==> src/pssu_pkg.sv <==
// Constants, offsets and field layout of the PHY status summary block
package pssu_pkg;

   localparam int ADDR_W  = 5;
   localparam int DATA_W  = 16;
   localparam int CNT_W   = 8;
   localparam int EVT_N   = 6;

   // Management register addresses
   localparam logic [4:0] ADDR_AUTONEG_EXPANSION_REGISTER      = 5'h06;
   localparam logic [4:0] ADDR_SUMMARY   = 5'h10;
   localparam logic [4:0] ADDR_INT_SRC   = 5'h12;
   localparam logic [4:0] ADDR_FCS_CNT   = 5'h14;
   localparam logic [4:0] ADDR_RXERR_CNT = 5'h15;
   localparam logic [4:0] ADDR_SD_CTRL   = 5'h16;
   localparam logic [4:0] ADDR_PHYCTRL   = 5'h19;
   localparam logic [4:0] ADDR_TEN_STAT  = 5'h1a;
   localparam logic [4:0] ADDR_EVT_STAT  = 5'h1c;
   localparam logic [4:0] ADDR_EVT_CLR   = 5'h1d;
   localparam logic [4:0] ADDR_EVT_EN    = 5'h1e;

   // Field positions
   localparam int SD_QUAL_BIT    = 8;
   localparam int AUTONEG_EXPANSION_REGISTER_PAGE_BIT  = 1;
   localparam int TEN_POL_BIT    = 4;
   localparam int XOVER_AUTO_BIT = 15;
   localparam int XOVER_FORCE_BIT = 14;
   localparam int INT_PEND_BIT   = 15;

   // Latch slots
   localparam int LAT_RXERR = 0;
   localparam int LAT_POL   = 1;
   localparam int LAT_FCS   = 2;
   localparam int LAT_SD    = 3;
   localparam int LAT_LOCK  = 4;
   localparam int LAT_PAGE  = 5;
   localparam logic [5:0] LAT_LOW_MASK = 6'h18;

   // Values after reset, and the counter saturation limit
   localparam logic             SD_QUAL_RST    = 1'b1;
   localparam logic             XOVER_AUTO_RST = 1'b1;
   localparam logic             XOVER_FORCE_RST = 1'b0;
   localparam logic [EVT_N-1:0] EVT_EN_RST     = 6'h00;
   localparam logic [15:0]      RDATA_RST      = 16'h0000;
   localparam logic [CNT_W-1:0] CNT_RST        = 8'h00;
   localparam logic [CNT_W-1:0] CNT_MAX        = 8'hff;

   typedef struct packed {
      logic       reserved;
      logic       crossover_state;
      logic       rx_err_latch;
      logic       polarity;
      logic       false_carrier_latch;
      logic       signal_detect;
      logic       descrambler_lock;
      logic       page_received;
      logic       int_pending;
      logic [6:0] lower;
   } pssu_summary_t;

endpackage

==> src/pssu_latch_bit.sv <==
// One latch-high or latch-low status bit with a clearing read
`timescale 1ns/10ps
module pssu_latch_bit #(
   parameter bit LATCH_LOW = 1'b0
) (
   input  wire logic clk,
   input  wire logic rst,
   input  wire logic cond,
   input  wire logic clear,
   output logic      q
);

   always_ff @(posedge clk) begin
      if (rst) begin
         q <= 1'b0;
      end else if (LATCH_LOW) begin
         // Drop sticks until read, then follows the source
         q <= clear ? cond : (q & cond);
      end else begin
         // Event wins over a clearing read in the same cycle
         q <= cond | (q & ~clear);
      end
   end

endmodule

==> src/pssu_status_summary.sv <==
// PHY status summary register, upper bits, with its clearing sources
// What this block does
// - Bit 15 of the summary register ignores writes and always reads zero.
// - Bit 14 reports the crossover state, one when pairs are swapped and zero when normal.
// - The crossover bit follows auto-enable and force, tracking each swap when only auto is on.
// - Bit 13 latches on any receive error and clears only on a read of the count at 15h.
// - Bit 12 mirrors the ten megabit polarity bit and clears only on a read of that register.
// - Bit 11 latches on a false carrier and clears only on a read of the count at 14h.
// - Bit 10 is latched-low signal detect, qualified by lock when bit 8 of 16h is set.
// - Bit 9 is the latched-low descrambler lock indication.
// - Bit 8 mirrors page received of register 06h and clears only on a read of 06h.
// - Bit 7 sets on each new enabled event and clears on a read of 12h.
// - The summary register sits at management address 10h.
`timescale 1ns/10ps
module pssu_status_summary
   import pssu_pkg::*;
(
   input  wire logic              CLK_SYS,
   input  wire logic              RST,
   input  wire logic [ADDR_W-1:0] REG_ADDR,
   input  wire logic [DATA_W-1:0] REG_WDATA,
   input  wire logic              REG_WR,
   input  wire logic              REG_RD,
   output logic      [DATA_W-1:0] REG_RDATA,
   input  wire logic              RX_ERROR_EVT,
   input  wire logic              FALSE_CARRIER_EVT,
   input  wire logic              POLARITY_INVERTED,
   input  wire logic              RAW_SIGNAL_DETECT,
   input  wire logic              DESCRAMBLER_LOCK,
   input  wire logic              PAGE_RECEIVED_EVT,
   input  wire logic              XOVER_SWAPPED,
   output logic                   CROSSOVER_STATE,
   output logic                   IRQ
);

   function automatic logic hit(input logic              strobe,
                                input logic [ADDR_W-1:0] addr,
                                input logic [ADDR_W-1:0] target);
      hit = strobe && (addr == target);
   endfunction

   // Address decode
   logic rd_summary;
   logic rd_autoneg_expansion_register;
   logic rd_int;
   logic rd_fcs;
   logic rd_rxerr;
   logic rd_ten;
   logic wr_sd_ctrl;
   logic wr_phyctrl;
   logic wr_evt_clr;
   logic wr_evt_en;

   assign rd_summary = hit(REG_RD, REG_ADDR, ADDR_SUMMARY);
   assign rd_autoneg_expansion_register    = hit(REG_RD, REG_ADDR, ADDR_AUTONEG_EXPANSION_REGISTER);
   assign rd_int     = hit(REG_RD, REG_ADDR, ADDR_INT_SRC);
   assign rd_fcs     = hit(REG_RD, REG_ADDR, ADDR_FCS_CNT);
   assign rd_rxerr   = hit(REG_RD, REG_ADDR, ADDR_RXERR_CNT);
   assign rd_ten     = hit(REG_RD, REG_ADDR, ADDR_TEN_STAT);
   assign wr_sd_ctrl = hit(REG_WR, REG_ADDR, ADDR_SD_CTRL);
   assign wr_phyctrl = hit(REG_WR, REG_ADDR, ADDR_PHYCTRL);
   assign wr_evt_clr = hit(REG_WR, REG_ADDR, ADDR_EVT_CLR);
   assign wr_evt_en  = hit(REG_WR, REG_ADDR, ADDR_EVT_EN);

   // Control registers
   logic             sd_qualify_r;
   logic             xover_auto_r;
   logic             xover_force_r;
   logic [EVT_N-1:0] evt_en_r;

   always_ff @(posedge CLK_SYS) begin
      if (RST) begin
         sd_qualify_r <= SD_QUAL_RST;
      end else if (wr_sd_ctrl) begin
         sd_qualify_r <= REG_WDATA[SD_QUAL_BIT];
      end
   end

   always_ff @(posedge CLK_SYS) begin
      if (RST) begin
         xover_auto_r  <= XOVER_AUTO_RST;
         xover_force_r <= XOVER_FORCE_RST;
      end else if (wr_phyctrl) begin
         xover_auto_r  <= REG_WDATA[XOVER_AUTO_BIT];
         xover_force_r <= REG_WDATA[XOVER_FORCE_BIT];
      end
   end

   always_ff @(posedge CLK_SYS) begin
      if (RST) begin
         evt_en_r <= EVT_EN_RST;
      end else if (wr_evt_en) begin
         evt_en_r <= REG_WDATA[EVT_N-1:0];
      end
   end

   // Crossover state
   logic crossover_r;

   always_ff @(posedge CLK_SYS) begin
      if (RST) begin
         crossover_r <= 1'b0;
      end else if (xover_force_r) begin
         crossover_r <= 1'b1;
      end else if (xover_auto_r) begin
         crossover_r <= XOVER_SWAPPED;
      end else begin
         crossover_r <= 1'b0;
      end
   end

   always_ff @(posedge CLK_SYS) begin
      if (RST) begin
         CROSSOVER_STATE <= 1'b0;
      end else begin
         CROSSOVER_STATE <= crossover_r;
      end
   end

   // Qualified signal detect
   logic sd_qual;

   assign sd_qual = sd_qualify_r ? (RAW_SIGNAL_DETECT & DESCRAMBLER_LOCK)
                                 : RAW_SIGNAL_DETECT;

   // Latched status bits
   logic [EVT_N-1:0] lat_cond;
   logic [EVT_N-1:0] lat_clear;
   logic [EVT_N-1:0] lat_q;

   always_comb begin
      lat_cond            = '0;
      lat_clear           = '0;
      lat_cond[LAT_RXERR] = RX_ERROR_EVT;
      lat_clear[LAT_RXERR] = rd_rxerr;
      lat_cond[LAT_POL]   = POLARITY_INVERTED;
      lat_clear[LAT_POL]  = rd_ten;
      lat_cond[LAT_FCS]   = FALSE_CARRIER_EVT;
      lat_clear[LAT_FCS]  = rd_fcs;
      lat_cond[LAT_SD]    = sd_qual;
      lat_clear[LAT_SD]   = rd_summary;
      lat_cond[LAT_LOCK]  = DESCRAMBLER_LOCK;
      lat_clear[LAT_LOCK] = rd_summary;
      lat_cond[LAT_PAGE]  = PAGE_RECEIVED_EVT;
      lat_clear[LAT_PAGE] = rd_autoneg_expansion_register;
   end

   genvar gi;
   generate
      for (gi = 0; gi < EVT_N; gi = gi + 1) begin : g_lat
         pssu_latch_bit #(
            .LATCH_LOW (LAT_LOW_MASK[gi])
         ) u_lat (
            .clk   (CLK_SYS),
            .rst   (RST),
            .cond  (lat_cond[gi]),
            .clear (lat_clear[gi]),
            .q     (lat_q[gi])
         );
      end
   endgenerate

   // Error counters, cleared by their reads
   logic [CNT_W-1:0] rxerr_cnt_r;
   logic [CNT_W-1:0] fcs_cnt_r;

   always_ff @(posedge CLK_SYS) begin
      if (RST) begin
         rxerr_cnt_r <= CNT_RST;
      end else if (rd_rxerr) begin
         rxerr_cnt_r <= RX_ERROR_EVT ? CNT_RST + 8'h01 : CNT_RST;
      end else if (RX_ERROR_EVT && rxerr_cnt_r != CNT_MAX) begin
         rxerr_cnt_r <= rxerr_cnt_r + 8'h01;
      end
   end

   always_ff @(posedge CLK_SYS) begin
      if (RST) begin
         fcs_cnt_r <= CNT_RST;
      end else if (rd_fcs) begin
         fcs_cnt_r <= FALSE_CARRIER_EVT ? CNT_RST + 8'h01 : CNT_RST;
      end else if (FALSE_CARRIER_EVT && fcs_cnt_r != CNT_MAX) begin
         fcs_cnt_r <= fcs_cnt_r + 8'h01;
      end
   end

   // Edge history for interrupt events
   logic sd_prev_r;
   logic lock_prev_r;
   logic pol_prev_r;

   always_ff @(posedge CLK_SYS) begin
      if (RST) begin
         sd_prev_r   <= 1'b0;
         lock_prev_r <= 1'b0;
         pol_prev_r  <= 1'b0;
      end else begin
         sd_prev_r   <= sd_qual;
         lock_prev_r <= DESCRAMBLER_LOCK;
         pol_prev_r  <= POLARITY_INVERTED;
      end
   end

   logic [EVT_N-1:0] evt_raw;

   always_comb begin
      evt_raw            = '0;
      evt_raw[LAT_RXERR] = RX_ERROR_EVT;
      evt_raw[LAT_POL]   = POLARITY_INVERTED & ~pol_prev_r;
      evt_raw[LAT_FCS]   = FALSE_CARRIER_EVT;
      evt_raw[LAT_SD]    = sd_prev_r & ~sd_qual;
      evt_raw[LAT_LOCK]  = lock_prev_r & ~DESCRAMBLER_LOCK;
      evt_raw[LAT_PAGE]  = PAGE_RECEIVED_EVT;
   end

   // Sticky event status, write one to clear, set wins
   logic [EVT_N-1:0] evt_stat_r;
   logic [EVT_N-1:0] evt_clr;

   assign evt_clr = wr_evt_clr ? REG_WDATA[EVT_N-1:0] : '0;

   always_ff @(posedge CLK_SYS) begin
      if (RST) begin
         evt_stat_r <= '0;
      end else begin
         evt_stat_r <= (evt_stat_r & ~evt_clr) | evt_raw;
      end
   end

   // Pending interrupt bit, cleared by reading the source register; IRQ tracks enabled sticky status
   logic int_pend_r;
   logic int_new;

   assign int_new = |(evt_raw & evt_en_r);

   always_ff @(posedge CLK_SYS) begin
      if (RST) begin
         int_pend_r <= 1'b0;
      end else begin
         int_pend_r <= int_new | (int_pend_r & ~rd_int);
      end
   end

   always_ff @(posedge CLK_SYS) begin
      if (RST) begin
         IRQ <= 1'b0;
      end else begin
         IRQ <= |(evt_stat_r & evt_en_r);
      end
   end

   // Summary image
   pssu_summary_t summary;

   always_comb begin
      summary                     = '0;
      summary.reserved            = 1'b0;
      summary.crossover_state     = crossover_r;
      summary.rx_err_latch        = lat_q[LAT_RXERR];
      summary.polarity            = lat_q[LAT_POL];
      summary.false_carrier_latch = lat_q[LAT_FCS];
      summary.signal_detect       = lat_q[LAT_SD];
      summary.descrambler_lock    = lat_q[LAT_LOCK];
      summary.page_received       = lat_q[LAT_PAGE];
      summary.int_pending         = int_pend_r;
      summary.lower               = '0;
   end

   // Read data mux, zero for unmapped addresses
   logic [DATA_W-1:0] rdata_nxt;

   always_comb begin
      rdata_nxt = '0;
      if (REG_RD) begin
         case (REG_ADDR)
            ADDR_SUMMARY: begin
               rdata_nxt = summary;
            end
            ADDR_AUTONEG_EXPANSION_REGISTER: begin
               rdata_nxt[AUTONEG_EXPANSION_REGISTER_PAGE_BIT] = lat_q[LAT_PAGE];
            end
            ADDR_INT_SRC: begin
               rdata_nxt[INT_PEND_BIT] = int_pend_r;
               rdata_nxt[EVT_N-1:0]    = evt_stat_r;
            end
            ADDR_FCS_CNT: begin
               rdata_nxt[CNT_W-1:0] = fcs_cnt_r;
            end
            ADDR_RXERR_CNT: begin
               rdata_nxt[CNT_W-1:0] = rxerr_cnt_r;
            end
            ADDR_SD_CTRL: begin
               rdata_nxt[SD_QUAL_BIT] = sd_qualify_r;
            end
            ADDR_PHYCTRL: begin
               rdata_nxt[XOVER_AUTO_BIT]  = xover_auto_r;
               rdata_nxt[XOVER_FORCE_BIT] = xover_force_r;
            end
            ADDR_TEN_STAT: begin
               rdata_nxt[TEN_POL_BIT] = lat_q[LAT_POL];
            end
            ADDR_EVT_STAT: begin
               rdata_nxt[EVT_N-1:0] = evt_stat_r;
            end
            ADDR_EVT_EN: begin
               rdata_nxt[EVT_N-1:0] = evt_en_r;
            end
            default: begin
               rdata_nxt = '0;
            end
         endcase
      end
   end

   always_ff @(posedge CLK_SYS) begin
      if (RST) begin
         REG_RDATA <= RDATA_RST;
      end else begin
         REG_RDATA <= rdata_nxt;
      end
   end

endmodule

==> config.mk <==
export PLATFORM = sky130hd
export DESIGN_NAME = pssu_status_summary
export DESIGN_NICKNAME = d
export VERILOG_FILES = /design/src/pssu_pkg.sv /design/src/pssu_latch_bit.sv /design/src/pssu_status_summary.sv
export SDC_FILE = /design/constraint.sdc
export NUM_CORES = 1
export LEC_CHECK = 0
export ABC_AREA = 1
export BUFFER_PORTS_ARGS = -buffer_cell sky130_fd_sc_hd__buf_2
export CORE_MARGIN = 5
export CORE_UTILIZATION = 45
export DETAILED_ROUTE_END_ITERATION = 6
export MAX_ROUTING_LAYER = met4
export PLACE_DENSITY = 0.69
export SKIP_LAST_GASP = 1
export SLEW_MARGIN = 15
export SYNTH_ARGS = -nofsm -noshare
export SYNTH_HDL_FRONTEND = slang
export SYNTH_SLANG_ARGS = --single-unit
==> constraint.sdc <==
create_clock -name CLK_SYS -period 1.6 [get_ports CLK_SYS]
set_clock_uncertainty 0.1 [all_clocks]
set_input_delay 0.24 -clock CLK_SYS [delete_from_list [all_inputs] [get_ports CLK_SYS]]
set_output_delay 0.24 -clock CLK_SYS [all_outputs]
set_load 0.01 [all_outputs]
Yosys cells after proc, flatten, opt, wreduce, memory -nomap -nowiden
Cells that the tools add are included.
{"block": "totals", "register_bits": 60, "output_inout_bits": 18, "wordCells": 108}
{"block": "classes", "addsub": 2, "n_eq_ne": 13, "muxes": 21, "bitwise": 31, "reduce_logical": 19}
{"operator": "$eq A5 B5 Y1 const B", "count": 10}
{"operator": "$mux W8", "count": 4}
{"operator": "$and A6 B6 Y6", "count": 3}
{"operator": "$add A8 B1 Y8 const B", "count": 2}
{"operator": "$ne A8 B8 Y1 const B", "count": 2}
{"operator": "$logic_and A1 B1 Y1", "count": 12}
{"operator": "$reduce_or A6 Y1", "count": 2}
{"operator": "$and A1 B1 Y1", "count": 11}
{"operator": "$not A1 Y1", "count": 10}
{"operator": "$pmux W1 S5", "count": 2}
{"operator": "$pmux W1 S4", "count": 2}
{"operator": "$pmux W2 S4", "count": 1}
{"operator": "$mux W1", "count": 7}
{"operator": "$mux W6", "count": 1}
{"operator": "$not A6 Y6", "count": 1}
{"operator": "$or A6 B6 Y6", "count": 1}
{"operator": "$pmux W1 S2", "count": 3}
{"operator": "$pmux W2 S3", "count": 1}
{"operator": "$eq A5 B3 Y1 const B", "count": 1}
{"operator": "$or A1 B1 Y1", "count": 5}
{"operator": "$reduce_bool A2 Y1", "count": 2}
{"operator": "$reduce_or A2 Y1", "count": 2}
{"operator": "$reduce_or A3 Y1", "count": 1}

Logic depth before layout (Yosys ltp)
{"block": "logic_depth", "word_depth": 7, "ltp_mapped": 9}

Hierarchy
Synthesis repeated with hierarchy kept, for this count alone.
{"block": "hier_totals", "hier_cells": 403, "hier_area_um2": 2909.0}
{"module": "pssu_status_summary", "n_inst": 1, "cells_per_inst": 373, "area_each_um2": 2678.8, "seq_area_each_um2": 1081.0}
{"module": "pssu_latch_bit at g_lat[0].u_lat ...", "n_inst": 4, "cells_per_inst": 5, "area_each_um2": 40.0, "seq_area_each_um2": 20.0}
{"module": "pssu_latch_bit at g_lat[3].u_lat ...", "n_inst": 2, "cells_per_inst": 5, "area_each_um2": 35.0, "seq_area_each_um2": 20.0}

Least setup slack after synthesis
No wires, ideal clock.
{"block": "synth_path", "path_kind": "register -> register", "startpoint": "register rxerr_cnt_r[0]", "endpoint": "register rxerr_cnt_r[2]", "arrival_ns": 1.173, "required_time_ns": 1.385, "setup_slack_ns": 0.212, "stages_incl_launch_ff": 9, "period_less_slack_ns": 1.388, "path_cell_list": "dfxtp_1 > ha_1 > nand2_1 > nor2_1 > nand2_1 > nand2_2 > inv_2 > a21oi_1 > nor2_1"}
{"block": "synth_via", "elab_chain_cells": 3}
{"element": "start, declared", "line_no": "pssu_status_summary.sv:164", "text": "logic [CNT_W-1:0] rxerr_cnt_r;"}
{"element": "start signal, assigned", "line_no": "pssu_status_summary.sv:171", "text": "rxerr_cnt_r <= RX_ERROR_EVT ? CNT_RST + 8'h01 : CNT_RST;"}
{"element": "start signal, assigned", "line_no": "pssu_status_summary.sv:173", "text": "rxerr_cnt_r <= rxerr_cnt_r + 8'h01;"}
{"element": "$add A8 B1 Y8 / $ne A8 B8 Y1 (equally long branches)", "line_no": "pssu_status_summary.sv:173, pssu_status_summary.sv:172"}
{"element": "$mux W8 / $logic_and A1 B1 Y1 (equally long branches)", "line_no": "pssu_status_summary.sv:172", "text": "end else if (RX_ERROR_EVT && rxerr_cnt_r != CNT_MAX) begin"}
{"element": "$mux W8 / $reduce_bool A2 Y1 (equally long branches)"}
Parallel ways exist; a longest one is shown, timed or not. The select of a mux whose other input is x is not followed.
A chain may end at the register's enable or synchronous reset.

Final worst setup path
{"block": "layout_path", "startpoint": "register rxerr_cnt_r[0]", "endpoint": "register rxerr_cnt_r[3]"}
The elaborated chain is that of the path after synthesis.

==> flow_summary.toml <==
[status]
status = "finished, final reports clean"

[flow_run]
maxCapViolations = 0

[pwr]
leakage_nw = 1.48
ir_drop_mv = 0.589
p_per_area_nw_per_um2 = 1030
total_power_w = 0.00345

[worst_setup_path]
max_stage_delay_ps = 360
cp.depth = 9
crit_family = "simple AND/OR/NAND/NOR gates"
path_cells = "ha_1, nand2_1, nor2_2, nand2_1, nand2_4, inv_2, nand2_1, nand2_1, a21oi_1"
crit_buf_inv = 1
critical_path_required_ps = 1770
rr_worst_depth = 9
cp_common_cell = "nand2_1"
path_class = "flop to flop"
reg2reg_slack_ps = 160
cpMaxStageDelayCell = "dfxtp_2"
critical_path.endpoint_type = "flop"
start_kind = "flop"
cp_max_fo = 8
cp_data_arrival_time_ps = 1610

[detailed_routing]
drc = 0
ant_nets = 0
drt_iter0_drc = 141
route.vias.total = 2659
dr.pass1.iters = 4
routed_wl_mm = 6.73
detail_route.wl_per_cell_um = 12.8
vias_per_cell = 5.05

[grt]
track_usage = 0.193
grt_pass1_wl_mm = 11.2
antenna_found_initial = 0
grt_pass1_vias = 2413
grt_start_max_net_pins = 17
grt-ovfl-total = 0

[sta]
setup_viol = 0
period_needed_ps = 1440
slew_violations = 0
finalHoldViolations = 0
hold_ws_ps = 27.1
min_period_over_period = 0.901
slew_headroom = 0.739
worst_slew_pin_slew_ps = 391
fin_ws_ps = 158
fmax_mhz = 694

[worst_hold_path]
whs_path_depth = 2
min_path_type = "primary input to flop"

[floorplan]
start_util = 0.459
die_y_um = 87.5
fp-row-count = 28
dieArea_um2 = 7650
coreArea_um2 = 5890
die_w_um = 87.5
ios = 50

[finish]
final_cells = 527
antenna_cells = 0
fin_nets = 482
drive_gt1_frac = 0.215
syn_to_final_growth_pct = 23.7

[logic_synthesis]
syn_nets = 420
yosysWarnings = 0
synth_edf_count = 0
synthFlopType = "dfxtp_1"
synthXorXnorAreaFrac = 0
synth_cell_types = 27
yosys.area_share.simple = 0.356
ys_async_sr_fraction = 0
synth_fa_ha_area_frac = 0.00927
synth_area_um2 = 2700
synth_seq_cells = 60
synthMuxAreaShare = 0
netlist_instances = 386
ys_seq_area_frac = 0.445
syn_area_per_cell_um2 = 7.00
synth_top_family_by_area = "simple AND/OR/NAND/NOR gates"
synth_compound_area_frac = 0.119

[clocking]
clock_latency_ps = 340
cts_tree = "done"
clk_pin_slew_ps = 70
cts_root_buf = "clkbuf_8"
clockBufferDepth = 2
hold_buffers = 0
clkSinkCount = 60
h-tree-depth = 3
cts_buffers = 9

[place]
pre_cts_slack_ps = 60.8
placedCellCount = 511
dp_hpwl_mm = 5.12
io_buffers = 42
place.gp.congestion = 0.906
## timing repair
action                                  in CTS  in global routing
resized for setup                            0                  5
endpoints found under the setup margin       0                 10
buffers inserted                             0                  1
endpoints found under the hold margin        0                  0
## cells in the mapped netlist (all sizes together) (2+ instances only)
library cell | count | area [um2]
ha | 2 | 25.0
a21oi | 28 | 140
dfxtp | 60 | 1200
nand3 | 38 | 195
o21ai | 17 | 92.6
a21boi | 6 | 45.0
o22ai | 2 | 12.5
nor3 | 6 | 30.0
nand2 | 109 | 452
nand4 | 7 | 43.8
inv | 45 | 169
clkbuf | 3 | 11.3
nor2 | 56 | 235
## path summary, 6_finish.rpt
kind / start / endpoint
setup reg to reg: rxerr_cnt_r[0] / rxerr_cnt_r[3]
hold reg to reg: g_lat[3].u_lat.q / REG_RDATA[10]
setup / recovery: rxerr_cnt_r[0] / rxerr_cnt_r[3]
hold / removal: RST / CROSSOVER_STATE
## logic make-up after synthesis
family / Yosys count
flip-flops: 60
buffers and inverters: 50
adder cells (fa/ha/maj): 2
AO/OA/AOI/OAI: 57
AND/OR/NAND/NOR: 217
## through the flow
stage                     utilization  area, um2  setup TNS [ps]
after global routing            0.567       3340           -3.57
after floorplan                     -       2700               0
after CTS                       0.563       3320               0
after global placement          0.523       3080               0
after detailed placement        0.523       3080               0
final                           0.567       3340               0
## where the power goes
part,switching (W),total [W],internal [W]
Clock,0.000582,0.00164,0.00106
Combinational,0.000154,0.000246,0.0000921
Sequential,0.0000255,0.00156,0.00153
## cells in the final DEF (no fill, tap or decap), types with 6 or more instances in the layout
master and instances:
nand2_1 100, dfxtp_1 59, nor2_1 50, buf_2 42
inv_1 40, nand3_1 37, a21oi_1 28, o21ai_0 15
buf_4 13, clkbuf_8 10, nand4_1 7, nand2_4 6
a21boi_0 6, nor3_1 6
## state kept, by name (all words and copies together) (netlist names), 6 cells and up
register / flops
REG_RDATA: 16
rxerr_cnt_r: 8
g_lat.u_lat.q: 6
evt_stat_r: 6
fcs_cnt_r: 8
evt_en_r: 6
## final cells by class
cell class | count | area [um2]
Sequential cell | 60 | 1200
Inverter | 46 | 174
Fill cell | 578 | 2550
Timing Repair Buffer | 55 | 308
Clock buffer | 10 | 138
Multi-Input combinational cell | 276 | 1320
Clock inverter | 5 | 100
Tap cell | 75 | 93.8
## per-layer routing
metal	vias to the layer above	global-route usage	wire, um	part of all wire
li1	1378	-	-	-
met1	1202	0.257	3230	0.48
met2	73	0.284	3040	0.45
met3	6	0.0407	372	0.055
met4	0	0.0753	87	0.013
met5	-	-	0	0
No activity file was read; power rests on OpenSTA's default activity.
